--- config.mk ---
export PLATFORM = sky130hd
export DESIGN_NAME = i2cf_status_flags
export DESIGN_NICKNAME = d
export VERILOG_FILES = /design/src/i2cf_pkg.sv /design/src/i2cf_level_if.sv /design/src/i2cf_level_counter.sv /design/src/i2cf_status_flags.sv
export SDC_FILE = /design/constraint.sdc
export NUM_CORES = 1
export LEC_CHECK = 0
export CORE_MARGIN = 2
export CORE_UTILIZATION = 45
export CTS_CLUSTER_SIZE = 8
export DETAILED_ROUTE_END_ITERATION = 10
export DONT_BUFFER_PORTS = 1
export HOLD_SLACK_MARGIN = 0.12
export REMOVE_ABC_BUFFERS = 1
export SYNTH_ARGS = -nofsm -noshare
export SYNTH_HDL_FRONTEND = slang
export SYNTH_HIERARCHICAL = 1
export SYNTH_SLANG_ARGS = --single-unit
export TNS_END_PERCENT = 10
--- constraint.sdc ---
create_clock -name clk -period 3 [get_ports clk]
set_clock_uncertainty 0.15 [all_clocks]
set_input_delay 0.45 -clock clk [delete_from_list [all_inputs] [get_ports clk]]
set_output_delay 0.45 -clock clk [all_outputs]
set_load 0.01 [all_outputs]
--- src/i2cf_pkg.sv ---
// Constants for the I2C interrupt status flag block.
// Assumes a 32-bit register port in the controller clock domain.
package i2cf_pkg;

   // ----------------------------------------------------------------
   // Register addresses
   // ----------------------------------------------------------------
   localparam logic [31:0] ADDR_MASKED_STAT = 32'h5000142c; // Masked view
   localparam logic [31:0] ADDR_INTR_MASK = 32'h50001430; // Mask
   localparam logic [31:0] ADDR_RAW_STAT = 32'h50001434; // Raw view
   localparam logic [31:0] ADDR_DATA_CMD = 32'h50001480; // Data port
   localparam logic [31:0] ADDR_TX_TL = 32'h50001484; // Tx threshold
   localparam logic [31:0] ADDR_RX_THRESHOLD_LEVEL = 32'h50001488; // Rx threshold
   localparam logic [31:0] ADDR_ENABLE = 32'h5000148c; // Enable bit 0
   localparam logic [31:0] ADDR_ABORT_CAUSE = 32'h50001490; // Abort cause
   localparam logic [31:0] ADDR_CLR_ALL = 32'h50001494; // Clear all
   localparam logic [31:0] ADDR_CLR_RX_UNDER = 32'h50001498;
   localparam logic [31:0] ADDR_CLR_RX_OVER = 32'h5000149c;
   localparam logic [31:0] ADDR_CLR_TX_OVER = 32'h500014a0;
   localparam logic [31:0] ADDR_CLR_RD_REQ = 32'h500014a4;
   localparam logic [31:0] ADDR_CLR_TX_ABORT = 32'h500014a8;
   localparam logic [31:0] ADDR_CLR_TX_DONE = 32'h500014ac;
   localparam logic [31:0] ADDR_CLR_ACTIVITY = 32'h500014b0;
   localparam logic [31:0] ADDR_CLR_STOP = 32'h500014b4;
   localparam logic [31:0] ADDR_CLR_START = 32'h500014b8;
   localparam logic [31:0] ADDR_CLR_GEN_CALL = 32'h500014bc;

   // ----------------------------------------------------------------
   // Status bit positions
   // ----------------------------------------------------------------
   localparam int BIT_RX_UNDER = 0;
   localparam int BIT_RX_OVER = 1;
   localparam int BIT_RX_FULL = 2;
   localparam int BIT_TX_OVER = 3;
   localparam int BIT_TX_EMPTY = 4;
   localparam int BIT_RD_REQ = 5;
   localparam int BIT_TX_ABORT = 6;
   localparam int BIT_TX_DONE = 7;
   localparam int BIT_ACTIVITY = 8;
   localparam int BIT_STOP = 9;
   localparam int BIT_START = 10;
   localparam int BIT_GEN_CALL = 11;
   localparam int BIT_ENABLE = 0;

   // ----------------------------------------------------------------
   // Widths and reset values
   // ----------------------------------------------------------------
   localparam int STAT_W = 16; // Status register width
   localparam int TL_W = 8; // Threshold register width
   localparam int FIFO_DEPTH = 32; // Entries per FIFO
   localparam logic [STAT_W-1:0] MASK_RST = 16'h08ff; // Mask reset
   localparam logic [STAT_W-1:0] STAT_RST = 16'h0000; // Status reset
   localparam logic [TL_W-1:0] TX_TL_RST = 8'h00; // Tx threshold reset
   localparam logic [TL_W-1:0] RX_THRESHOLD_LEVEL_RST = 8'h00; // Rx threshold reset
   // Sticky bits, i.e. all but the two level driven ones
   localparam logic [STAT_W-1:0] STICKY_BITS = 16'h0feb;

   // Internal enable states
   typedef enum logic [1:0] {
      EN_OFF = 2'b00, // Disabled and idle
      EN_ON = 2'b01, // Enabled
      EN_DRAIN = 2'b10 // Disabled, state machines still busy
   } i2cf_en_t;

endpackage : i2cf_pkg

--- src/i2cf_level_if.sv ---
// Interface between the flag logic and a FIFO level tracker.
// Assumes both ends run on the same clock.
`timescale 1ns/100ps
interface i2cf_level_if #(
   parameter int LVL_W = 6
);
   logic push; // Add one entry
   logic pop; // Remove one entry
   logic flush; // Empty and hold empty
   logic [LVL_W-1:0] level; // Current entry count
   logic full; // Level at depth
   logic empty; // Level zero

   modport counter (input push, input pop, input flush,
      output level, output full, output empty);
   modport user (output push, output pop, output flush,
      input level, input full, input empty);
endinterface : i2cf_level_if

--- src/i2cf_level_counter.sv ---
// FIFO occupancy tracker with flush.
// Assumes callers never push when full nor pop when empty.
`timescale 1ns/100ps
module i2cf_level_counter #(
   parameter int DEPTH = 32,
   parameter int LVL_W = 6
) (
   input wire logic clk,
   input wire logic rst,
   i2cf_level_if.counter lvl
);
   logic [LVL_W-1:0] level_ff; // Entry count
   localparam logic [LVL_W-1:0] DEPTH_V = LVL_W'(DEPTH); // Full mark

   // ----------------------------------------------------------------
   // Level counting
   // ----------------------------------------------------------------
   // Flush wins over any push or pop
   always_ff @(posedge clk or posedge rst) begin
      if (rst) begin
         level_ff <= '0;
      end else if (lvl.flush) begin
         level_ff <= '0;
      end else if (lvl.push && !lvl.pop) begin
         level_ff <= level_ff + LVL_W'(1);
      end else if (lvl.pop && !lvl.push) begin
         level_ff <= level_ff - LVL_W'(1);
      end
   end

   assign lvl.level = level_ff;
   assign lvl.full = (level_ff == DEPTH_V);
   assign lvl.empty = (level_ff == '0);
endmodule : i2cf_level_counter

--- src/i2cf_status_flags.sv ---
// Interrupt status flags of an I2C controller, with APB register port.
// Assumes bus events arrive as one-cycle pulses from the state machines
// on the same clock; data bytes themselves travel outside this block.
`timescale 1ns/100ps
module i2cf_status_flags
   import i2cf_pkg::*;
#(
   parameter int DEPTH = FIFO_DEPTH,
   parameter int CAUSE_W = 16
) (
   input wire logic clk,
   input wire logic rst,
   input wire logic psel,
   input wire logic penable,
   input wire logic pwrite,
   input wire logic [31:0] paddr,
   input wire logic [31:0] pwdata,
   output logic [31:0] prdata,
   output logic pready,
   output logic pslverr,
   input wire logic startSeen,
   input wire logic stopSeen,
   input wire logic busActivity,
   input wire logic slvTxNack,
   input wire logic txAbortEvt,
   input wire logic [CAUSE_W-1:0] abortCause,
   input wire logic readReqEvt,
   input wire logic genCallEvt,
   input wire logic rxByteIn,
   input wire logic txPop,
   input wire logic masterActive,
   input wire logic slaveActive,
   output logic sclHoldLow,
   output logic txFlushOut,
   output logic rxFlushOut,
   output logic internalEnable,
   output logic irq
);
   localparam int LVL_W = $clog2(DEPTH + 1); // Level counter width

   // ----------------------------------------------------------------
   // Declarations
   // ----------------------------------------------------------------
   logic [STAT_W-1:0] sticky_ff; // Event flags
   logic [STAT_W-1:0] nxt_sticky; // Next event flags
   logic [STAT_W-1:0] setVec; // Events this cycle
   logic [STAT_W-1:0] clrVec; // Clears this cycle
   logic [STAT_W-1:0] mask_ff; // Interrupt mask
   logic [STAT_W-1:0] rawStat; // Raw status view
   logic [STAT_W-1:0] nxt_raw; // Next sticky flags with current level bits
   logic txEmpty_ff; // Level bit 4
   logic rxFull_ff; // Level bit 2
   logic [TL_W-1:0] txTl_ff; // Tx threshold
   logic [TL_W-1:0] rxTl_ff; // Rx threshold
   logic ctrlEnable_ff; // Software enable bit
   i2cf_en_t enState_ff; // Internal enable state
   i2cf_en_t nxt_enState; // Next enable state
   logic intEn_ff; // Internal enable output flop
   logic [CAUSE_W-1:0] cause_ff; // Abort cause
   logic [31:0] prdata_ff; // Read data
   logic pready_ff; // Access phase ready
   logic pslverr_ff; // Unmapped address error
   logic irq_ff; // Combined interrupt
   logic sclHold_ff; // Clock stretch request
   logic txHold_ff; // Tx FIFO held flushed
   logic rxHold_ff; // Rx FIFO held flushed
   logic setupPh; // Setup phase
   logic accessRd; // Read completing
   logic accessWr; // Write completing
   logic busBusy; // Either state machine active
   logic dataWr; // Processor writes data port
   logic dataRd; // Processor reads data port
   logic nxt_txHold; // Next tx hold
   logic nxt_ctrlEnable; // Next enable bit

   i2cf_level_if #(.LVL_W(LVL_W)) txLvl ();
   i2cf_level_if #(.LVL_W(LVL_W)) rxLvl ();

   // ----------------------------------------------------------------
   // Helper functions
   // ----------------------------------------------------------------
   // Bits cleared by a read of a clear register
   function automatic logic [STAT_W-1:0] clrMaskOf(input logic [31:0] a);
      logic [STAT_W-1:0] m;
      m = '0;
      case (a)
         ADDR_CLR_ALL: m = STICKY_BITS;
         ADDR_CLR_RX_UNDER: m[BIT_RX_UNDER] = 1'b1;
         ADDR_CLR_RX_OVER: m[BIT_RX_OVER] = 1'b1;
         ADDR_CLR_TX_OVER: m[BIT_TX_OVER] = 1'b1;
         ADDR_CLR_RD_REQ: m[BIT_RD_REQ] = 1'b1;
         ADDR_CLR_TX_ABORT: m[BIT_TX_ABORT] = 1'b1;
         ADDR_CLR_TX_DONE: m[BIT_TX_DONE] = 1'b1;
         ADDR_CLR_ACTIVITY: m[BIT_ACTIVITY] = 1'b1;
         ADDR_CLR_STOP: m[BIT_STOP] = 1'b1;
         ADDR_CLR_START: m[BIT_START] = 1'b1;
         ADDR_CLR_GEN_CALL: m[BIT_GEN_CALL] = 1'b1;
         default: m = '0;
      endcase
      return m;
   endfunction : clrMaskOf

   // True when the address is a clear register
   function automatic logic isClr(input logic [31:0] a);
      return (a >= ADDR_CLR_ALL) && (a <= ADDR_CLR_GEN_CALL)
         && (a[1:0] == 2'b00);
   endfunction : isClr

   // ----------------------------------------------------------------
   // Bus phase decode
   // ----------------------------------------------------------------
   assign setupPh = psel && !penable;
   assign accessRd = psel && penable && pready_ff && !pwrite;
   assign accessWr = psel && penable && pready_ff && pwrite;
   assign dataWr = accessWr && (paddr == ADDR_DATA_CMD);
   assign dataRd = accessRd && (paddr == ADDR_DATA_CMD);
   assign busBusy = masterActive || slaveActive;

   // ----------------------------------------------------------------
   // Level trackers
   // ----------------------------------------------------------------
   // Bytes written while flushed are dropped
   assign txLvl.push = dataWr && !txLvl.full && !txHold_ff;
   assign txLvl.pop = txPop && !txLvl.empty;
   assign txLvl.flush = txHold_ff;
   // Byte into a full FIFO is acknowledged but lost
   assign rxLvl.push = rxByteIn && !rxLvl.full && !rxHold_ff;
   assign rxLvl.pop = dataRd && !rxLvl.empty;
   assign rxLvl.flush = rxHold_ff;

   i2cf_level_counter #(.DEPTH(DEPTH), .LVL_W(LVL_W)) txCount (
      .clk(clk),
      .rst(rst),
      .lvl(txLvl.counter)
   );

   i2cf_level_counter #(.DEPTH(DEPTH), .LVL_W(LVL_W)) rxCount (
      .clk(clk),
      .rst(rst),
      .lvl(rxLvl.counter)
   );

   // ----------------------------------------------------------------
   // Control registers
   // ----------------------------------------------------------------
   // Enable, thresholds and mask; written in the access phase
   always_ff @(posedge clk or posedge rst) begin
      if (rst) begin
         ctrlEnable_ff <= 1'b0;
         txTl_ff <= TX_TL_RST;
         rxTl_ff <= RX_THRESHOLD_LEVEL_RST;
         mask_ff <= MASK_RST;
      end else if (accessWr) begin
         case (paddr)
            ADDR_ENABLE: ctrlEnable_ff <= pwdata[BIT_ENABLE];
            ADDR_TX_TL: txTl_ff <= pwdata[TL_W-1:0];
            ADDR_RX_THRESHOLD_LEVEL: rxTl_ff <= pwdata[TL_W-1:0];
            ADDR_INTR_MASK: mask_ff <= pwdata[STAT_W-1:0] & STICKY_MASK();
            default: ; // Other addresses hold
         endcase
      end
   end

   // Valid mask bits, reserved ones read as zero
   function automatic logic [STAT_W-1:0] STICKY_MASK();
      return 16'h0fff;
   endfunction : STICKY_MASK

   assign nxt_ctrlEnable = (accessWr && paddr == ADDR_ENABLE) ?
      pwdata[BIT_ENABLE] : ctrlEnable_ff;

   // ----------------------------------------------------------------
   // Internal enable state machine
   // ----------------------------------------------------------------
   // Internal enable falls only once both state machines are idle
   always_comb begin
      nxt_enState = enState_ff;
      case (enState_ff)
         EN_OFF: if (ctrlEnable_ff) nxt_enState = EN_ON;
         EN_ON: begin
            if (!ctrlEnable_ff) begin
               nxt_enState = busBusy ? EN_DRAIN : EN_OFF;
            end
         end
         EN_DRAIN: begin
            if (ctrlEnable_ff) begin
               nxt_enState = EN_ON;
            end else if (!busBusy) begin
               nxt_enState = EN_OFF;
            end
         end
         default: nxt_enState = EN_OFF;
      endcase
   end

   // State register
   always_ff @(posedge clk or posedge rst) begin
      if (rst) begin
         enState_ff <= EN_OFF;
         intEn_ff <= 1'b0;
      end else begin
         enState_ff <= nxt_enState;
         intEn_ff <= (nxt_enState != EN_OFF);
      end
   end

   // ----------------------------------------------------------------
   // Sticky event flags
   // ----------------------------------------------------------------
   // Set vector from events, clear vector from reads and disable
   always_comb begin
      setVec = '0;
      setVec[BIT_START] = startSeen;
      setVec[BIT_STOP] = stopSeen;
      setVec[BIT_ACTIVITY] = busActivity;
      setVec[BIT_TX_DONE] = slvTxNack;
      setVec[BIT_TX_ABORT] = txAbortEvt;
      setVec[BIT_RD_REQ] = readReqEvt;
      setVec[BIT_GEN_CALL] = genCallEvt;
      setVec[BIT_TX_OVER] = dataWr && txLvl.full;
      setVec[BIT_RX_OVER] = rxByteIn && rxLvl.full;
      setVec[BIT_RX_UNDER] = dataRd && rxLvl.empty;
      clrVec = accessRd ? clrMaskOf(paddr) : '0;
      if (enState_ff == EN_OFF) begin
         // Disabled and idle: enable-dependent flags drop
         clrVec[BIT_ACTIVITY] = 1'b1;
         clrVec[BIT_GEN_CALL] = 1'b1;
         clrVec[BIT_TX_OVER] = 1'b1;
         clrVec[BIT_RX_OVER] = 1'b1;
         clrVec[BIT_RX_UNDER] = 1'b1;
      end
      // A new event wins over a clear in the same cycle
      nxt_sticky = ((sticky_ff & ~clrVec) | setVec) & STICKY_BITS;
   end

   // Flag register
   always_ff @(posedge clk or posedge rst) begin
      if (rst) begin
         sticky_ff <= STAT_RST;
      end else begin
         sticky_ff <= nxt_sticky;
      end
   end

   // Cause of the last abort, cleared with the abort flag
   always_ff @(posedge clk or posedge rst) begin
      if (rst) begin
         cause_ff <= '0;
      end else if (txAbortEvt) begin
         cause_ff <= abortCause;
      end else if (clrVec[BIT_TX_ABORT]) begin
         cause_ff <= '0;
      end
   end

   // ----------------------------------------------------------------
   // Level driven flags and FIFO holds
   // ----------------------------------------------------------------
   assign nxt_txHold = !nxt_ctrlEnable || nxt_sticky[BIT_TX_ABORT];

   // Thresholds compare against the live levels
   always_ff @(posedge clk or posedge rst) begin
      if (rst) begin
         txEmpty_ff <= 1'b0;
         rxFull_ff <= 1'b0;
         txHold_ff <= 1'b1;
         rxHold_ff <= 1'b1;
      end else begin
         if (ctrlEnable_ff) begin
            txEmpty_ff <= (TL_W'(txLvl.level) <= txTl_ff);
         end else begin
            txEmpty_ff <= busBusy;
         end
         rxFull_ff <= nxt_ctrlEnable
            && (TL_W'(rxLvl.level) >= rxTl_ff);
         txHold_ff <= nxt_txHold;
         rxHold_ff <= !nxt_ctrlEnable;
      end
   end

   // ----------------------------------------------------------------
   // Status views and outputs
   // ----------------------------------------------------------------
   always_comb begin
      rawStat = sticky_ff;
      rawStat[BIT_TX_EMPTY] = txEmpty_ff;
      rawStat[BIT_RX_FULL] = rxFull_ff;
      nxt_raw = nxt_sticky;
      nxt_raw[BIT_TX_EMPTY] = txEmpty_ff;
      nxt_raw[BIT_RX_FULL] = rxFull_ff;
   end

   // Interrupt, stretch and hold outputs from flops
   always_ff @(posedge clk or posedge rst) begin
      if (rst) begin
         irq_ff <= 1'b0;
         sclHold_ff <= 1'b0;
      end else begin
         irq_ff <= |(nxt_raw & mask_ff);
         sclHold_ff <= nxt_sticky[BIT_RD_REQ];
      end
   end

   // ----------------------------------------------------------------
   // Register read port
   // ----------------------------------------------------------------
   // Read data and error captured in the setup phase
   always_ff @(posedge clk or posedge rst) begin
      if (rst) begin
         prdata_ff <= '0;
         pready_ff <= 1'b0;
         pslverr_ff <= 1'b0;
      end else begin
         pready_ff <= setupPh;
         if (setupPh) begin
            pslverr_ff <= 1'b0;
            prdata_ff <= '0;
            case (paddr)
               ADDR_MASKED_STAT: prdata_ff[STAT_W-1:0] <=
                  rawStat & mask_ff;
               ADDR_INTR_MASK: prdata_ff[STAT_W-1:0] <= mask_ff;
               ADDR_RAW_STAT: prdata_ff[STAT_W-1:0] <= rawStat;
               ADDR_DATA_CMD: prdata_ff <= '0;
               ADDR_TX_TL: prdata_ff[TL_W-1:0] <= txTl_ff;
               ADDR_RX_THRESHOLD_LEVEL: prdata_ff[TL_W-1:0] <= rxTl_ff;
               ADDR_ENABLE: prdata_ff[BIT_ENABLE] <= ctrlEnable_ff;
               ADDR_ABORT_CAUSE: prdata_ff[CAUSE_W-1:0] <= cause_ff;
               default: pslverr_ff <= !isClr(paddr);
            endcase
         end
      end
   end

   assign prdata = prdata_ff;
   assign pready = pready_ff;
   assign pslverr = pslverr_ff;
   assign irq = irq_ff;
   assign sclHoldLow = sclHold_ff;
   assign txFlushOut = txHold_ff;
   assign rxFlushOut = rxHold_ff;
   assign internalEnable = intEn_ff;
endmodule : i2cf_status_flags

==> metrics.cfg, run 1 <==
[outcome]
status=finished, final reports clean

[logic_synthesis]
ys_async_sr_fraction_pct=100
avgSynthCellArea_um2=9.45
seq_area_frac_synth_pct=40.9
synthSimpleGateAreaFrac_pct=21.6
synth-edff-count=0
synthMuxAreaShare_pct=7.14
synth_top_family_by_area=simple AND/OR/NAND/NOR gates
ys.warnings.count=6
syn_area_um2=5730
synth_compound_area_share_pct=17.1
yosys_register_bits=93
synth-adder-area-share_pct=5.51
synth_xor_area_share_pct=1.53
synth_cells=606
synth_flop_cell=dfrtp_1
yosysUniqueCellTypes=75

[timing]
setup_viol_count_final=0
period_share_pct=98.5
clock.fmax_ghz=0.338
period_needed_ns=2.95
worst_pin_slew_ns=1.07
finalHoldViolations=0
relSlewSlack_pct=28.4
timing.hold.ws_ns=0.151
rsz0062_at_grt=yes
setup_slack_ns=0.0454
slew_violations=0

[final_layout]
mostFrequentLayoutCells=87 x nand2_1, 82 x dfrtp_1, 54 x buf_4
stdcell_area_um2=6980
fin_nets=803
nFillCells=1145
seqCellArea_um2=2340
num_antenna_cells=0
multi_input_area_um2=3180
utilization_pct=55.7
area_growth_syn_to_layout_pct=21.8
final_common_cell=nand2_1
layout-drive-gt1-share_pct=21.7

[pwr]
power_mw=2.82
p_per_area_nw_per_um2=404
peakVddDrop_v=0.000477
power_leakage_nw=3.10

[detailed_routing]
wl_per_cell_um=18.9
drc_errors=0
wl_met1_um=7070
top_layer=met4
first_pass_iters=5
drtIter0Drc=343
wirelength_um=16200
dr_wl_met2_um=7950
vias=4831
dr_wl_met3_um=842
ant_nets=0
vias_per_cell=5.62

[cts]
clockBufferDepth=2
cts_root_buf=clkbuf_16
clock_sinks=93
htreeDepth=3
cts_tree=built
cts_made_buffers=9
clkLatencyLatePin_ns=0.35
clkTransAtPathRegs_ns=0.06

[floorplan]
dieArea_um2=13600
start_util_pct=45.8
ios=135
core_region_area_um2=12500
num_rows=41
die_width_um=117
die_h_um=117

[worst_hold_path]
hp-class=in2reg

[place]
gp_congestion=0.936
placed_cell_area_um2=6190
post-dp-hpwl_um=12100
place_worst_setup_slack_ns=-0.494
io_buffers=0

[setup_path]
worstPathMaxFanout=11
worstSetupPathType=in2reg
cp.arrival_ns=3.03
required_ns=3.07
cp-start-kind=input pin
end_kind=flip-flop

[global_route]
grt_overflow=0
grt_pass1_wl_um=25200
grt_max_degree=50
grtUsageTotal_pct=24.3
antenna_found_initial=0
grt_pass1_vias=4693

[run]
maxCapViolations=0

## layer usage
| metal | global-route usage [%] | up-vias |
|---|---|---|
| met5 | 0 | - |
| met3 | 5.61 | 34 |
| li1 | - | 2282 |
| met2 | 39.9 | 147 |
| met1 | 31.6 | 2368 |
| met4 | 8.63 | 0 |
## registers in the layout (all words and copies together) (netlist names), 2 cells and up
name               flops
rxCount/lvl.level      6
enState_ff             2
txCount/lvl.level      6
txTl_ff                8
rxTl_ff                8
mask_ff               12
cause_ff              16
sticky_ff             10
prdata                16
## report_power, final
part	switching, mW	internal (mW)	total [mW]	leakage [nW]
combinational	0.115	0.0897	0.205	1.76
sequential	0.0365	1.29	1.33	1.18
clock	0.472	0.812	1.28	0.163
## kinds of logic (layout without fill, tap and decap cells)
logic type	count (synthesis)	after routing
fa+ha+maj	24	24
xor+xnor	10	10
compound gates	141	141
mux	37	37
other cells	1	16
buf+inv	72	139
flops	93	93
simple gates	228	228
## synth_stat cells, drive strengths merged, types with 3 or more instances
master  instances  area [µm²]
xor2            6        52.6
a22oi          10        75.1
o21a            5        37.5
nor3            9        55.1
or2             5        31.3
xnor2           4        35.0
dfrtp          82        2050
a21o           18         143
mux2           31         349
o21ai          37         189
or4             3        26.3
nor2           45         169
clkbuf         15        56.3
ha             22         275
and3            7        43.8
mux2i           6        60.1
dfstp          11         289
nand4           8        56.3
nor4           13         148
nor4b           3        56.3
a21bo           3        30.0
o31ai           5        37.5
buf            24         174
nand2          87         327
nor2b          17         106
a31oi          14        87.6
nand2b          5        31.3
a221oi          8        70.1
inv            33         124
a21oi          19         106
nand3          14        82.6
## stage by stage
step	TNS [ns]	std cells
after floorplan	-0.453	582
after global placement	-0.976	807
after detailed placement	-1.47	807
after CTS	0	858
after global routing	-0.117	860
final	0	860
## worst max-delay path: stages
cell and delay, ns:
nor4_2 0.29, nand4_1 0.18, nor2_2 0.25, nand3_2 0.13
nor3_2 0.20, ha_2 0.23, inv_4 0.07, ha_4 0.23
a21oi_1 0.14, nand2_1 0.06, a31oi_1 0.21, mux2i_1 0.23
mux2_1 0.34
## cell type report
type / count / area share, %
flip-flops and latches: 93 / 33.6
well taps: 172 / 3.09
inverters: 33 / 1.83
clock inverters: 5 / 1.43
multi-input cells: 456 / 45.6
clock buffers: 11 / 3.34
repair buffers: 90 / 11.1
## what timing repair did
| item | in CTS | in global routing |
|---|---|---|
| endpoints found under the setup margin | 1 | 2 |
| buffers inserted | 0 | 2 |
| pin swaps | 0 | 9 |
| hold endpoints to repair | 102 | 0 |
| resized for setup | 2 | 12 |
| hold buffers | 35 | 0 |
## final timing paths
check,from,depth (start not counted),end,slack (ns)
worst max-delay path,paddr[3],13,txCount/lvl.level[5]$_DFFE_PP0P_,0.05
worst min-delay path,paddr[4],2,sticky_ff[8]$_DFF_PP0_,0.15
worst max register to register,pready$_DFF_PP0_,11,txCount/lvl.level[5]$_DFFE_PP0P_,0.16
worst min register to register,cause_ff[14]$_DFFE_PP0P_,2,prdata[14]$_DFFE_PP0P_,0.35
max in group asynchronous,rst,3,cause_ff[0]$_DFFE_PP0P_,1.30
min in group asynchronous,rst,2,rxCount/lvl.level[5]$_DFFE_PP0P_,0.37
No activity file was read; power rests on OpenSTA's default activity.
==> inputs of run 2 (changes only) <==
BUFFER_PORTS_ARGS = -buffer_cell sky130_fd_sc_hd__buf_2   (was default)
DONT_BUFFER_PORTS = default   (was 1)
PLACE_DENSITY = 0.69   (was default)
SLEW_MARGIN = 25   (was default)
==> run 2 against run 1 <==
The run now ends with negative setup slack left; critical path depth rose by 1; largest power group unchanged; wire length is 7.4% higher; die area did not move; global-route usage is 2.0 points higher; largest cell class unchanged; sequential share of layout area fell by 1.4 points; register-to-register slack worse by 0.02 ns; maximum frequency is 3.0% lower; via count grew 5.3%; critical path type unchanged; hold slack improved by 0.0035 ns; clock-buffer cell count rose by 2; cell count grew 9.2%.
==> metrics.cfg, run 2 (synthesis results as in run 1) <==
[final_layout]
final_cells=939
layout-drive-gt1-share_pct=35.2
mostFrequentLayoutCells=97 x buf_2, 87 x nand2_1, 82 x dfrtp_1
final_common_cell=buf_2
utilization_pct=58.2
nFillCells=1143
num_antenna_cells=0
fin_nets=883
area_growth_syn_to_layout_pct=27.3

[timing]
period_needed_ns=3.04
rsz0062_at_grt=yes
finalHoldViolations=0
relSlewSlack_pct=52.3
timing.hold.ws_ns=0.155
worst_pin_slew_ns=0.715
clock.fmax_ghz=0.328
slew_violations=0
setup_slack_ns=-0.0449
period_share_pct=101
setup_viol_count_final=1

[pwr]
power_leakage_nw=3.40
swShare_pct=25.1
p_per_area_nw_per_um2=361
peakVddDrop_v=0.000264
power_mw=2.63
pwr-share-clk_pct=39.0
power.internal_mw=1.97
switchingPower_uw=661
seqPwrFrac_pct=50.1
power.share.combinational_pct=10.9

[worst_hold_path]
worstHoldStart=abortCause[9]
whs_endpoint=cause_ff[9]$_DFFE_PP0P_
hp-class=in2reg
whs_path_depth=3

[cts]
clkTransAtPathRegs_ns=0.06
clock_sinks=93
cts_tree=built
clkLatencyLatePin_ns=0.35
cts_made_buffers=9
clockBufferDepth=2
htreeDepth=3
cts_root_buf=clkbuf_16

[setup_path]
ff2ff_setup_slack_ns=0.14
cp.arrival_ns=3.12
worstPathMaxFanout=5
worstReg2RegStart=rxCount/lvl.level[4]$_DFFE_PP0P_
cp-start-kind=input pin
required_ns=3.08
end_kind=flip-flop
rr_worst_depth=11
r2r_end=rxCount/lvl.level[5]$_DFFE_PP0P_
cp-startpoint=paddr[14]
worstSetupPathType=in2reg

[global_route]
grt_max_degree=44
grtUsageTotal_pct=26.3
grt_pass1_wl_um=26800
grt_pass1_vias=5042
antenna_found_initial=0
grt_overflow=0

[detailed_routing]
vias_per_cell=5.42
drtIter0Drc=245
drc_errors=0
dr_wl_met3_um=988
wl_per_cell_um=18.6
top_layer=met4
first_pass_iters=5
ant_nets=0
wirelength_um=17400
dr_wl_met2_um=8570
vias=5089
wl_met1_um=7400

[outcome]
status=complete, but fails checks
failed_checks=negative setup slack

[floorplan]
die_width_um=117
die_h_um=117
ios=135
start_util_pct=45.8
num_rows=41
dieArea_um2=13600
core_region_area_um2=12500

[run]
maxCapViolations=0

[place]
place_inst=918
post-dp-hpwl_um=13300
gp_congestion=0.902
io_buffers=98
place_worst_setup_slack_ns=-0.451

run 2: cell types whose count changed in the layout (fill, tap and decap cells not counted), sizes merged:
cell / before / now
bufinv: 3 / 0
clkinv: 3 / 2
clkbuf: 11 / 13
buf: 55 / 169
clkinvlp: 0 / 1
dlygate4sd3: 35 / 1
run 2: how the worst max path moves through the flow:
stage / to
floorplan: txCount/lvl.level[5]$_DFFE_PP0P_
global placement: txCount/lvl.level[5]$_DFFE_PP0P_
detailed placement: txCount/lvl.level[5]$_DFFE_PP0P_
CTS: rxCount/lvl.level[5]$_DFFE_PP0P_
global route: txCount/lvl.level[5]$_DFFE_PP0P_
finish: txCount/lvl.level[5]$_DFFE_PP0P_
run 2: final cells by class:
cell class / count / area, µm² / share of cell area, %
Sequential cell: 93 / 2340 / 32.1
Timing Repair Buffer: 170 / 1070 / 14.7
Clock inverter: 2 / 12.5 / 0.172
Tap cell: 172 / 215 / 2.95
Clock buffer: 13 / 240 / 3.30
Inverter: 33 / 130 / 1.79
Multi-Input combinational cell: 456 / 3280 / 45.0
run 2: power groups by stage:
stage	sequential [mW]	clock [mW]	combinational, mW
final	1.32	1.03	0.287
after global routing	1.32	1.10	0.319
after CTS	1.32	1.04	0.286
after detailed placement	1.34	0	0.282
after global placement	1.34	0	0.276
after floorplan	1.34	0	0.113
run 2: worst max-delay path: stages:
cell and delay (ns):
buf_4 0.12, nor4b_4 0.29, nand4_1 0.23, nor2_4 0.21, nand3_4 0.11, nor3_2 0.19, ha_2 0.24, inv_4 0.08
ha_4 0.24, a21oi_2 0.15, nand2_1 0.08, a31oi_2 0.16, mux2i_1 0.23, mux2_1 0.33
run 2: routing by layer:
metal / up-vias / GRT usage (%)
li1: 2452 / -
met1: 2433 / 33.8
met2: 170 / 44.8
met3: 34 / 4.53
met4: 0 / 9.41
met5: - / 0
run 2: per-stage QoR:
step / TNS [ns] / instance area [µm²]
final: -0.0449 / 7290
after global routing: -0.225 / 7290
after CTS: 0 / 7090
after detailed placement: -1.94 / 6790
after global placement: -1.41 / 6790
after floorplan: -0.453 / 5550
run 2: timing repair:
item / in CTS / in global routing
hold endpoints to repair: 46 / 0
resized for setup: 4 / 30
setup buffers: 1 / 4
pin swaps: 1 / 15
setup endpoints to repair: 2 / 5
hold buffers: 1 / 0
==> inputs of run 3 (changes only) <==
CORE_UTILIZATION = 55   (was 45)
PLACE_DENSITY = 0.81   (was 0.69)
==> run 3 against run 2 <==
The flow now finishes without violations; wire length down 3.4%; die area down 18%; hold slack worse by 0.016 ns; utilization up 11 points; clock power down 28%; cell area down 2.3%; critical path depth unchanged; critical endpoint unchanged; largest cell class unchanged; highest routed layer unchanged.
==> metrics.cfg, run 3 (synthesis results as in run 1) <==
[cts]
cts_made_buffers=9
clkTransAtPathRegs_ns=0.09
clkLatencyLatePin_ns=0.37
clock_sinks=93
htreeDepth=3
clockBufferDepth=2
cts_root_buf=clkbuf_8
cts_tree=built

[timing]
worst_pin_slew_ns=0.785
slew_violations=0
setup_viol_count_final=0
period_share_pct=98.9
period_needed_ns=2.97
finalHoldViolations=0
relSlewSlack_pct=47.6
setup_slack_ns=0.0330
clock.fmax_ghz=0.337
rsz0062_at_grt=yes

[place]
gp_congestion=0.933
place_inst=884
post-dp-hpwl_um=12700
place_worst_setup_slack_ns=-0.498
io_buffers=98

[global_route]
grt_overflow=0
grt_max_degree=48
grt_pass1_wl_um=27100
grtUsageTotal_pct=31.0
grt_pass1_vias=5331
antenna_found_initial=0

[setup_path]
cp-start-kind=input pin
worstReg2RegStart=txCount/lvl.level[0]$_DFFE_PP0P_
end_kind=flip-flop
cp.arrival_ns=3.07
ff2ff_setup_slack_ns=0.15
r2r_end=txCount/lvl.level[5]$_DFFE_PP0P_
rr_worst_depth=11
required_ns=3.10
worstPathMaxFanout=5
worstSetupPathType=in2reg

[detailed_routing]
first_pass_iters=6
vias=5328
wl_per_cell_um=18.6
vias_per_cell=5.87
ant_nets=0
drc_errors=0
wirelength_um=16900
drtIter0Drc=407

[final_layout]
final_cells=907
layout-drive-gt1-share_pct=35.1
fin_nets=886
utilization_pct=69.6
nFillCells=792
num_antenna_cells=0
mostFrequentLayoutCells=98 x buf_2, 87 x nand2_1, 82 x dfrtp_1
area_growth_syn_to_layout_pct=24.3
final_common_cell=buf_2

[pwr]
switchingPower_uw=632
swShare_pct=27.0
power.internal_mw=1.71
peakVddDrop_v=0.000328
p_per_area_nw_per_um2=329
seqPwrFrac_pct=56.2
power.share.combinational_pct=12.2
power_mw=2.34
pwr-share-clk_pct=31.6
power_leakage_nw=3.35

[worst_hold_path]
hp-class=in2reg
whs_endpoint=cause_ff[3]$_DFFE_PP0P_
whs_path_depth=3
worstHoldStart=abortCause[3]

[floorplan]
start_util_pct=56.0
die_h_um=106
num_rows=37
core_region_area_um2=10200
die_width_um=106
ios=135
dieArea_um2=11200

[run]
maxCapViolations=0

[outcome]
status=finished, final reports clean

-- run 3: changes by cell type in the layout (fill, tap and decap cells not counted), sizes merged --
cell and delta:
buf +3, clkinv -1, clkinvlp +2
-- run 3: power by group through the flow --
stage | combinational [mW] | sequential [mW] | clock, mW
final | 0.287 | 1.32 | 0.741
after floorplan | 0.113 | 1.34 | 0
after CTS | 0.284 | 1.32 | 0.752
after detailed placement | 0.280 | 1.34 | 0
after global placement | 0.273 | 1.34 | 0
after global routing | 0.318 | 1.32 | 0.803
-- run 3: through the flow --
step	cell area, µm²	TNS (ns)	hold slack, ns
after floorplan	5550	-0.453	0.0910
after global placement	6740	-1.41	0.264
after detailed placement	6740	-1.86	0.270
after CTS	6960	0	0.129
after global routing	7120	-0.235	0.131
final	7120	0	0.138
-- run 3: final cells by class --
type / count / area (µm²) / area share, %
inverters: 33 / 128 / 1.79
clock inverters: 3 / 22.5 / 0.316
well taps: 136 / 170 / 2.39
flip-flops and latches: 93 / 2340 / 32.9
multi-input cells: 456 / 3250 / 45.6
clock buffers: 13 / 139 / 1.95
repair buffers: 173 / 1070 / 15.0
-- run 3: critical path: stages --
cell and delay [ns]:
buf_2 0.12, nor4b_4 0.32, nand4_1 0.19, nor2_2 0.16, nand3_2 0.11, nor3_2 0.20, ha_2 0.23, inv_4 0.07
ha_4 0.24, a21oi_2 0.13, nand2_1 0.08, a31oi_2 0.18, mux2i_1 0.25, mux2_1 0.34
-- run 3: worst max path at each step --
stage,endpoint,start
after floorplan,txCount/lvl.level[5]$_DFFE_PP0P_,paddr[5]
after global placement,txCount/lvl.level[5]$_DFFE_PP0P_,paddr[2]
after detailed placement,txCount/lvl.level[5]$_DFFE_PP0P_,paddr[3]
after CTS,rxCount/lvl.level[5]$_DFFE_PP0P_,paddr[14]
after global routing,txCount/lvl.level[5]$_DFFE_PP0P_,paddr[13]
final,txCount/lvl.level[5]$_DFFE_PP0P_,paddr[13]
-- run 3: layer usage --
layer | vias to the layer above | routed length [µm] | global-route usage, %
li1 | 2448 | - | -
met1 | 2583 | 6980 | 39.9
met2 | 260 | 8230 | 53.0
met3 | 37 | 1200 | 4.90
met4 | 0 | 451 | 11.0
met5 | - | 0 | 0
-- run 3: what timing repair did --
item | in CTS | in global routing
gates resized for setup | 4 | 20
pin swaps | 3 | 11
hold endpoints to repair | 51 | 0
hold buffers | 1 | 0
buffers inserted | 2 | 4
setup endpoints to repair | 2 | 6
